[src/ssc_pkg.sv]
// Package for the subclass-1 sysref sync control block
package ssc_pkg;

  // Register byte offsets (one aligned word each)
  localparam logic [7:0] OFF_LINK_CFG  = 8'h00;
  localparam logic [7:0] OFF_SKIP_CFG  = 8'h04;
  localparam logic [7:0] OFF_DSP_CFG   = 8'h08;
  localparam logic [7:0] OFF_STATUS    = 8'h0c;
  localparam logic [7:0] OFF_EVT_COUNT = 8'h10;

  // Link config field positions
  localparam int LINK_MODE_LO_BIT   = 0;
  localparam int LINK_MODE_HI_BIT   = 1;
  localparam int LINK_GATE_SEL_BIT  = 2;
  localparam int LINK_CLK_DSP_BIT   = 3;
  localparam int LINK_MCS_SRC_BIT   = 4;
  // Skip config field positions
  localparam int SKIP_COUNT_LSB     = 0;
  localparam int SKIP_EN_BIT        = 8;
  // DSP config field positions
  localparam int DSP_ASYNC_BIT      = 0;
  localparam int DSP_REPEAT_BIT     = 1;

  // Reset values
  localparam logic [4:0] LINK_CFG_RST = 5'h00;
  localparam logic [8:0] SKIP_CFG_RST = 9'h000;
  localparam logic [1:0] DSP_CFG_RST  = 2'h0;

  // Response modes of the link
  localparam logic [1:0] MODE_FIRST_LO = 2'h1;

  // Packed link configuration
  typedef struct packed {
    logic mcs_src;
    logic clk_from_dsp;
    logic gate_sel;
    logic [1:0] mode;
  } ssc_link_cfg_type;

  // Packed DSP configuration
  typedef struct packed {
    logic repeat_en;
    logic async_en;
  } ssc_dsp_cfg_type;

  // First-pulse arming state
  typedef enum logic [2:0] {
    ARM_IDLE  = 3'b001,
    ARM_SKIP  = 3'b010,
    ARM_READY = 3'b100
  } ssc_arm_type;

endpackage : ssc_pkg

[src/ssc_sync_ctrl.sv]
// SYSREF response and divider reset control for the subclass-1 link
// Operation
// RL1: Upper mode bit: act on every pulse
// RL2: Else act on first pulse after arming
// RL3: Skip enabled: drop programmed count first
// RL4: Host should enable a single pulse only
// RL5: Gate select: external pin replaces mode
// RL6: Synchronous: sample clock from device clock
// RL7: Clock-from-DSP bit selects DSP clock
// RL8: Async: regenerate sync from passed sysref
// RL9: Sync source bit uses regenerated sync
// RL10: Host sets sync source with clock bit
// RL11: Async enable lets sysref reset DSP
// RL12: Async: DSP makes clock and sync
// RL13: Async mode ignores external gate pin
// RL14: Repeat bit: every or first divider reset
// RL15: One-shot sysref: host sets repeat bit
// RL16: Continuous sysref: host clears repeat bit
// RL17: Host holds chip reset through power-up
// RL18: Host waits for initialisation after reset
// RL19: Host waits settle time before divider reset
// RL20: Mode 10 lets pulses set boundary
// RL21: Host never resets FIFO in async mode
// RL22: Rising edge gives one alignment event
module ssc_sync_ctrl (
  // APB slave
  input  wire logic        pclk,
  input  wire logic        presetn,
  input  wire logic        psel,
  input  wire logic        penable,
  input  wire logic        pwrite,
  input  wire logic [7:0]  paddr,
  input  wire logic [31:0] pwdata,
  output logic [31:0]      prdata,
  output logic             pready,
  output logic             pslverr,
  // Sysref and gate pins
  input  wire logic        sysref_in,
  input  wire logic        sysref_gate_pin,
  // DSP side
  input  wire logic        dsp_divider_valid,
  output logic             passed_sync_out,
  output logic             divider_reset,
  // Link side
  output logic             link_align,
  output logic             link_clock_from_dsp,
  output logic             link_sync_sel_regen
);

  ssc_pkg::ssc_link_cfg_type link_cfg_reg;
  ssc_pkg::ssc_dsp_cfg_type  dsp_cfg_reg;
  logic [7:0]               skip_count_reg;
  logic                     skip_en_reg;
  ssc_pkg::ssc_arm_type      arm_reg;
  logic [7:0]               skip_left_reg;
  logic                     sysref_d_reg;
  logic                     regen_d_reg;
  logic                     div_done_reg;
  logic [15:0]              evt_count_reg;
  logic                     mode_lo_d_reg;
  logic                     wr_en;
  logic                     rd_en;
  logic                     addr_ok;
  logic                     sysref_rise;
  logic                     regen_sync;
  logic                     regen_rise;
  logic                     eff_rise;
  logic                     async_mode;
  logic                     arm_trigger;
  logic                     pass_first;
  logic                     gate_open;

  // Bus strobes; the slave answers with no wait state
  assign pready  = 1'b1;
  assign wr_en   = psel && penable && pwrite;
  assign rd_en   = psel && !pwrite;
  assign addr_ok = (paddr == ssc_pkg::OFF_LINK_CFG) || (paddr == ssc_pkg::OFF_SKIP_CFG) ||
                   (paddr == ssc_pkg::OFF_DSP_CFG) || (paddr == ssc_pkg::OFF_STATUS) ||
                   (paddr == ssc_pkg::OFF_EVT_COUNT);
  assign pslverr = psel && penable && !addr_ok;

  // Configuration writes
  always_ff @(posedge pclk or negedge presetn) begin
    if (!presetn) begin
      link_cfg_reg   <= ssc_pkg::LINK_CFG_RST;
      skip_count_reg <= ssc_pkg::SKIP_CFG_RST[7:0];
      skip_en_reg    <= ssc_pkg::SKIP_CFG_RST[8];
      dsp_cfg_reg    <= ssc_pkg::DSP_CFG_RST;
    end else if (wr_en) begin
      case (paddr)
        ssc_pkg::OFF_LINK_CFG: begin
          link_cfg_reg <= pwdata[ssc_pkg::LINK_MCS_SRC_BIT:ssc_pkg::LINK_MODE_LO_BIT];
        end
        ssc_pkg::OFF_SKIP_CFG: begin
          skip_count_reg <= pwdata[ssc_pkg::SKIP_COUNT_LSB +: 8];
          skip_en_reg    <= pwdata[ssc_pkg::SKIP_EN_BIT];
        end
        ssc_pkg::OFF_DSP_CFG: begin
          dsp_cfg_reg <= pwdata[ssc_pkg::DSP_REPEAT_BIT:ssc_pkg::DSP_ASYNC_BIT];
        end
        default: begin
        end
      endcase
    end
  end

  // Read mux from flip-flops; data is registered to the access phase
  always_ff @(posedge pclk or negedge presetn) begin
    if (!presetn) begin
      prdata <= 32'h0000_0000;
    end else if (rd_en && !penable) begin
      case (paddr)
        ssc_pkg::OFF_LINK_CFG:  prdata <= {27'h0, link_cfg_reg};
        ssc_pkg::OFF_SKIP_CFG:  prdata <= {23'h0, skip_en_reg, skip_count_reg};
        ssc_pkg::OFF_DSP_CFG:   prdata <= {30'h0, dsp_cfg_reg};
        ssc_pkg::OFF_STATUS:    prdata <= {27'h0, div_done_reg, skip_left_reg == 8'h00,
                                           arm_reg};
        ssc_pkg::OFF_EVT_COUNT: prdata <= {16'h0, evt_count_reg};
        default:                prdata <= 32'h0000_0000;
      endcase
    end
  end

  // Clock and sync source selects go straight to the link
  assign link_clock_from_dsp = link_cfg_reg.clk_from_dsp; // RL6 RL7
  assign link_sync_sel_regen = link_cfg_reg.mcs_src;      // RL9
  assign async_mode          = link_cfg_reg.clk_from_dsp;

  // Edge history of sysref, the regenerated sync and the low mode bit
  always_ff @(posedge pclk or negedge presetn) begin
    if (!presetn) begin
      sysref_d_reg  <= 1'b0;
      regen_d_reg   <= 1'b0;
      mode_lo_d_reg <= 1'b0;
    end else begin
      sysref_d_reg  <= sysref_in;
      regen_d_reg   <= regen_sync;
      mode_lo_d_reg <= link_cfg_reg.mode[0];
    end
  end

  assign sysref_rise = sysref_in && !sysref_d_reg; // RL22
  // Regenerated sync: async passes sysref through, else divider valid
  assign regen_sync  = dsp_cfg_reg.async_en ? sysref_in : dsp_divider_valid; // RL8 RL12
  assign regen_rise  = regen_sync && !regen_d_reg;
  assign eff_rise    = link_cfg_reg.mcs_src ? regen_rise : sysref_rise; // RL9

  // Arming happens on the low mode bit going 0 to 1
  assign arm_trigger = link_cfg_reg.mode[0] && !mode_lo_d_reg; // RL2

  // First-pulse arming with optional skip count
  always_ff @(posedge pclk or negedge presetn) begin
    if (!presetn) begin
      arm_reg       <= ssc_pkg::ARM_IDLE;
      skip_left_reg <= 8'h00;
    end else if (arm_trigger) begin
      // Skip has priority over the plain first-pulse case
      if (skip_en_reg && skip_count_reg != 8'h00) begin // RL3
        arm_reg       <= ssc_pkg::ARM_SKIP;
        skip_left_reg <= skip_count_reg;
      end else begin
        arm_reg       <= ssc_pkg::ARM_READY;
        skip_left_reg <= 8'h00;
      end
    end else begin
      case (arm_reg)
        ssc_pkg::ARM_IDLE: begin
        end
        ssc_pkg::ARM_SKIP: begin
          if (eff_rise) begin // RL3
            skip_left_reg <= skip_left_reg - 8'h01;
            if (skip_left_reg == 8'h01) begin
              arm_reg <= ssc_pkg::ARM_READY;
            end
          end
        end
        ssc_pkg::ARM_READY: begin
          if (eff_rise && !link_cfg_reg.mode[1] && !link_cfg_reg.gate_sel) begin
            arm_reg <= ssc_pkg::ARM_IDLE; // RL2
          end
        end
        default: arm_reg <= ssc_pkg::ARM_IDLE;
      endcase
    end
  end

  assign pass_first = (arm_reg == ssc_pkg::ARM_READY) && !arm_trigger;
  // Gate pin counts only outside async mode, which ignores it
  assign gate_open  = sysref_gate_pin && !async_mode; // RL5 RL13

  // One alignment pulse per accepted edge
  always_ff @(posedge pclk or negedge presetn) begin
    if (!presetn) begin
      link_align <= 1'b0;
    end else if (link_cfg_reg.gate_sel && !async_mode) begin
      link_align <= eff_rise && gate_open; // RL5
    end else if (link_cfg_reg.mode[1]) begin
      link_align <= eff_rise; // RL1 RL20
    end else begin
      link_align <= eff_rise && pass_first; // RL2 RL22
    end
  end

  // Divider reset from async sysref: every pulse or only the first
  always_ff @(posedge pclk or negedge presetn) begin
    if (!presetn) begin
      divider_reset <= 1'b0;
      div_done_reg  <= 1'b0;
    end else if (!dsp_cfg_reg.async_en) begin
      divider_reset <= 1'b0;
      div_done_reg  <= 1'b0;
    end else begin
      divider_reset <= sysref_rise && (dsp_cfg_reg.repeat_en || !div_done_reg); // RL11 RL14
      if (sysref_rise) begin
        div_done_reg <= 1'b1; // RL14
      end
    end
  end

  // Passed sysref copy for the DSP
  always_ff @(posedge pclk or negedge presetn) begin
    if (!presetn) begin
      passed_sync_out <= 1'b0;
    end else begin
      passed_sync_out <= sysref_in; // RL8
    end
  end

  // Alignment event counter for software visibility; wraps
  always_ff @(posedge pclk or negedge presetn) begin
    if (!presetn) begin
      evt_count_reg <= 16'h0000;
    end else if (link_align) begin
      evt_count_reg <= evt_count_reg + 16'h0001;
    end
  end

  // Assertions
  AST_ALL_PULSES: assert property (@(posedge pclk) disable iff (!presetn) // RL1
    (eff_rise && link_cfg_reg.mode[1] && !link_cfg_reg.gate_sel) |=> link_align)
    else $error("all-pulse mode missed an edge");
  AST_NO_EDGE_NO_ALIGN: assert property (@(posedge pclk) disable iff (!presetn) // RL22
    !$past(eff_rise) |-> !link_align)
    else $error("alignment without an edge");
  AST_FIRST_ONLY: assert property (@(posedge pclk) disable iff (!presetn) // RL2
    (eff_rise && arm_reg == ssc_pkg::ARM_READY && !arm_trigger && link_cfg_reg.mode == 2'h1
     && !link_cfg_reg.gate_sel) |=> (arm_reg == ssc_pkg::ARM_IDLE && link_align))
    else $error("first pulse not taken once");
  AST_SKIP_BLOCKS: assert property (@(posedge pclk) disable iff (!presetn) // RL3
    (arm_reg == ssc_pkg::ARM_SKIP && !link_cfg_reg.mode[1] && !link_cfg_reg.gate_sel)
    |=> !link_align)
    else $error("pulse passed during skip");
  AST_GATE_LOW: assert property (@(posedge pclk) disable iff (!presetn) // RL5
    (link_cfg_reg.gate_sel && !async_mode && !sysref_gate_pin) |=> !link_align)
    else $error("gate low but aligned");
  AST_SRC_SEL: assert property (@(posedge pclk) disable iff (!presetn) // RL7
    link_clock_from_dsp == link_cfg_reg.clk_from_dsp)
    else $error("clock source mismatch");
  AST_DIV_FIRST: assert property (@(posedge pclk) disable iff (!presetn) // RL14
    (div_done_reg && !dsp_cfg_reg.repeat_en && $stable(dsp_cfg_reg)) |=> !divider_reset)
    else $error("divider reset repeated");
  AST_DIV_EVERY: assert property (@(posedge pclk) disable iff (!presetn) // RL11
    (sysref_rise && dsp_cfg_reg.async_en && dsp_cfg_reg.repeat_en) |=> divider_reset)
    else $error("divider reset missed");
  AST_PASS: assert property (@(posedge pclk) disable iff (!presetn) // RL8
    passed_sync_out == $past(sysref_in))
    else $error("passed sync wrong");

  // Checks below guard the source selects, the arming machine, the divider reset and the alignment pulse.
  // Most of them look one cycle ahead because link_align, divider_reset and arm_reg are registered.
  // Config writes can land in the same cycle as an edge, so the regen source
  // antecedent demands a stable config to avoid false alarms.

  // Sync source select follows its config bit
  AST_SYNC_SEL: assert property (@(posedge pclk) disable iff (!presetn) // RL9
    link_sync_sel_regen == link_cfg_reg.mcs_src)
    else $error("sync source mismatch");

  // Async mode: gate pin has no say, all-pulse mode still aligns
  AST_ASYNC_NO_GATE: assert property (@(posedge pclk) disable iff (!presetn) // RL13
    (async_mode && link_cfg_reg.mode[1] && eff_rise) |=> link_align)
    else $error("async mode blocked by gate");

  // Async regen path: sysref edges reach the link through the DSP
  AST_REGEN_SRC: assert property (@(posedge pclk) disable iff (!presetn) // RL12
    (link_cfg_reg.mcs_src && dsp_cfg_reg.async_en && link_cfg_reg.mode[1]
     && !link_cfg_reg.gate_sel && sysref_rise && $stable(dsp_cfg_reg))
    |=> link_align)
    else $error("regen sync edge lost");

  // Without async reset the regen path follows divider valid only
  AST_VALID_SRC: assert property (@(posedge pclk) disable iff (!presetn) // RL8
    (link_cfg_reg.mcs_src && !dsp_cfg_reg.async_en && !dsp_divider_valid) |-> !eff_rise)
    else $error("regen edge without divider valid");

  // No divider reset unless async sysref reset is enabled
  AST_DIV_OFF: assert property (@(posedge pclk) disable iff (!presetn) // RL11
    !dsp_cfg_reg.async_en |=> !divider_reset)
    else $error("divider reset while disabled");

  // Low mode bit rising always leaves idle
  AST_ARM: assert property (@(posedge pclk) disable iff (!presetn) // RL2
    arm_trigger |=> arm_reg != ssc_pkg::ARM_IDLE)
    else $error("arming lost");

  // Skip count not yet spent keeps the machine skipping
  AST_SKIP_COUNT: assert property (@(posedge pclk) disable iff (!presetn) // RL3
    (arm_reg == ssc_pkg::ARM_SKIP && eff_rise && skip_left_reg != 8'h01 && !arm_trigger)
    |=> arm_reg == ssc_pkg::ARM_SKIP)
    else $error("skip ended early");

  // All-pulse mode never consumes the armed state
  AST_ALL_STAY: assert property (@(posedge pclk) disable iff (!presetn) // RL1
    (arm_reg == ssc_pkg::ARM_READY && link_cfg_reg.mode[1] && !arm_trigger && eff_rise)
    |=> arm_reg == ssc_pkg::ARM_READY)
    else $error("all-pulse mode disarmed");

  // An edge needs a low cycle first, so alignments never touch
  AST_ALIGN_ONE: assert property (@(posedge pclk) disable iff (!presetn) // RL22
    link_align |=> !link_align)
    else $error("alignment pulse too long");

  COV_GATE: cover property (@(posedge pclk) disable iff (!presetn)
    link_cfg_reg.gate_sel && sysref_gate_pin ##1 link_align);
  COV_ALL: cover property (@(posedge pclk) disable iff (!presetn)
    link_cfg_reg.mode[1] && link_align);
  COV_FIRST: cover property (@(posedge pclk) disable iff (!presetn)
    arm_reg == ssc_pkg::ARM_READY ##1 link_align);
  COV_SKIP: cover property (@(posedge pclk) disable iff (!presetn)
    arm_reg == ssc_pkg::ARM_SKIP ##[1:100] arm_reg == ssc_pkg::ARM_READY);
  COV_DIV: cover property (@(posedge pclk) disable iff (!presetn) divider_reset);

endmodule : ssc_sync_ctrl

[config.mk]
export PLATFORM = sky130hd
export DESIGN_NAME = ssc_sync_ctrl
export DESIGN_NICKNAME = d
export VERILOG_FILES = /design/src/ssc_pkg.sv /design/src/ssc_sync_ctrl.sv
export SDC_FILE = /design/constraint.sdc
export NUM_CORES = 1
export LEC_CHECK = 0
export BUFFER_PORTS_ARGS = -buffer_cell sky130_fd_sc_hd__buf_4
export CORE_MARGIN = 5
export CORE_UTILIZATION = 28
export CTS_CLUSTER_DIAMETER = 100
export DETAILED_ROUTE_END_ITERATION = 7
export GPL_ROUTABILITY_DRIVEN = 1
export PLACE_DENSITY = 0.48
export SKIP_CTS_REPAIR_TIMING = 1
export SYNTH_ARGS = -nofsm -noshare
export SYNTH_HDL_FRONTEND = slang
export SYNTH_SLANG_ARGS = --single-unit
[constraint.sdc]
create_clock -name pclk -period 2.2 [get_ports pclk]
set_clock_uncertainty 0.2 [all_clocks]
set_input_delay 0 -clock pclk [delete_from_list [all_inputs] [get_ports pclk]]
set_output_delay 0 -clock pclk [all_outputs]
set_load 0.05 [all_outputs]
==> run metrics <==
Worst Tran Pin Value=848 ps; Crit path required time=2240 ps; GPL Wtd Cong=0.763; Tightest Hold Check Type=in2reg; clk root buf=clkbuf_16; diode count=0; Post-synth EDFFs=0; DRC violations left=0; nets@finish=between 400 and 500; share of cells above drive strength 1=26.7%; HPWL after DPL=5340 microns; Placement Setup Slack=roughly 180 ps; global-route wire length before repair=around 13000 microns; vias per cell=4.78; Die H=between 100 and 150 microns; Sequential Power Share=41.4%; final std cells w/o fill=506; Final min period=slightly above 2000 ps; largest family of logic cells by synthesized area=simple AND/OR/NAND/NOR gates; DRT antenna net count=0; Pwr Density=751 nW/um^2; Worst Setup End Kind=flip-flop; Rel. slew slack=43.4%; RSZ-0062 raised after global routing=false; MaxCap Viol Count=0; TritonCTS clock tree=built; slack of the critical path=181 ps; Fin. Hold Viols=1; Peak supply drop=358 uV; crit path launch type=flip-flop; initial core utilization=28.5%; Mapped Cells=a little under 300; wire per inst=15.1 microns; clock sinks=65; Die W=118 microns; core box area=11400 sq um; sequential share of the synthesized area=50.0%; number of global-route vias before repair=between 2k and 2.5k; synthesis-to-finish area growth=29.1%; simple-gate portion of the synthesized area=15.6%; TritonCTS Buffers=9; Yosys cell types=49; GRT overflow=0; cell-internal power=2.36 mW; worst skew pair latency=approximately 320 ps; CP Data Arrival Time=2060 ps; Final Cycle Share=91.8%; failing checks=negative hold slack; initial antenna violation count=0; Slew Limit Fails=0; Setup TNS Final=0 ps; fraction of registers with async set/reset=100%; Seq cells post-synth=65; DR iter-0 viols=132; Reg clk slew, reported paths=approximately 60 ps; maximum fanout along the worst path=20; clock tree buffer depth=2; Top Ports=87; I/O Buffers=46; Ys Warns=0; total track usage=between 10% and 20%; mux cell area share after synthesis=8.53%; Synth Area in Compound Gates=roughly 14%; Switching Fraction=around 25%; placed insts=473; Post-Synth Adder-Cell Area=1.54%; ys flop type=dfrtp_1; drt first pass iters=4; Clk pwr share=slightly below 50%; Routed WL=7650 microns; WS Path Type=reg2reg; net switching power=0.796 mW; largest net degree at the start of global routing=66; setup violators final=0; die area=13900 sq um; Gate power share=between 10% and 20%; Cell Area, Synth=3260 sq um; Hold WS=-3.11 ps; xor-xnor portion of the synthesized cell area=4.03%; # rows=39; H-tree Lvls=3; total number of vias=2418; syn avg cell area=11.2 sq um; total power=3.16 mW; Max Clock Freq=0.495 GHz; Leak Pwr=1.95 nW; status=finished with violations
placed cells by master (no fill, tap or decap), drive strengths merged, types with 8 or more instances in the layout:
master / instances
clkbuf: 9
mux2: 18
or4: 8
nor2: 9
a31oi: 8
dfrtp: 64
nand2: 14
xnor2: 8
nand3: 16
inv: 8
o21ai: 8
a22o: 16
dlygate4sd3: 17
buf: 52
a21oi: 10
conb: 17
per-stage QoR:
| stage | cell area, sq um | util (%) |
|---|---|---|
| 6_report | 4200 | 36.8 |
| 4_1_cts | 4030 | 35.3 |
| 3_3_place_gp | 3710 | 32.5 |
| 5_1_grt | 4200 | 36.8 |
| 2_1_floorplan | 3310 | - |
| 3_5_place_dp | 3710 | 32.5 |
cell families (layout without fill, tap and decap cells):
kind of cell / after synthesis / after routing
buffers and inverters: 35 / 93
other: 2 / 17
multiplexers: 23 / 23
flip-flops: 65 / 65
AO/OA/AOI/OAI: 62 / 62
XOR/XNOR: 15 / 15
AND/OR/NAND/NOR: 84 / 84
adder cells (fa/ha/maj): 4 / 4
worst paths after layout:
kind	slack, ps	cells after the start	start	endpoint
min in group asynchronous	130	2	presetn	prdata[11]
worst min register to register	270	1	evt_count_reg[15]	evt_count_reg[15]
max in group asynchronous	1120	2	presetn	skip_en_reg
worst max-delay path	180	5	dsp_cfg_reg[0]	skip_left_reg[3]
worst max register to register	180	5	dsp_cfg_reg[0]	skip_left_reg[3]
worst min-delay path	-3	4	paddr[3]	prdata[3]
Yosys cell counts (2+ instances only):
cell      count  area, sq um
or3_1         4         25.0
mux4_2        2         45.0
nand3_1      16         80.1
or4_1         7         52.6
nor3_4        2         32.5
a21oi_1      10         50.1
nor4_1        4         25.0
nand2_1      14         52.6
nor2_1        9         33.8
xor2_1        7         61.3
xnor2_1       8         70.1
o21ai_0       8         40.0
a22o_1       16          140
mux2_2       18          203
mux2i_1       3         30.0
inv_1         8         30.0
a31oi_1       8         50.1
o31ai_1       7         52.6
nor3_1        4         20.0
clkbuf_1      6         22.5
buf_4        17          128
a22oi_1       4         30.0
conb_1        2         7.51
dfrtp_1      64         1600
nand4_1       3         18.8
buf_2         3         15.0
nor2b_1       5         31.3
and3_1        7         43.8
ha_1          4         50.1
worst max-delay path, cell delays in order (launching register included):
cell and delay [ps]:
dfrtp_1 440, mux2_2 260, a31oi_1 100, buf_4 220, or4_1 520, a31oi_1 200
power by group through the flow:
stage          clock network, mW  registers, mW  logic [mW]
2_1_floorplan                  0           1.32       0.210
3_3_place_gp                   0           1.33       0.299
3_5_place_dp                   0           1.33       0.304
4_1_cts                     1.57           1.31       0.306
5_1_grt                     1.62           1.32       0.362
6_report                    1.52           1.31       0.328
per-layer routing:
layer,GRT usage [%],up-vias,part of all wire (%)
met2,17.7,43,49
met3,3.36,4,3.2
met1,14.9,1192,47
met5,0,-,0
met4,2.37,0,0.69
li1,-,1179,-
area by class of cell:
type                            count  area (sq um)
Fill cell                        1152          7210
Sequential cell                    65          1630
Multi-Input combinational cell    205          1490
Timing Repair Buffer               69           561
Clock buffer                        9           225
Tap cell                          143           179
Clock inverter                      7          95.1
Inverter                            8          30.0
Power figures use the tool's default switching activity.
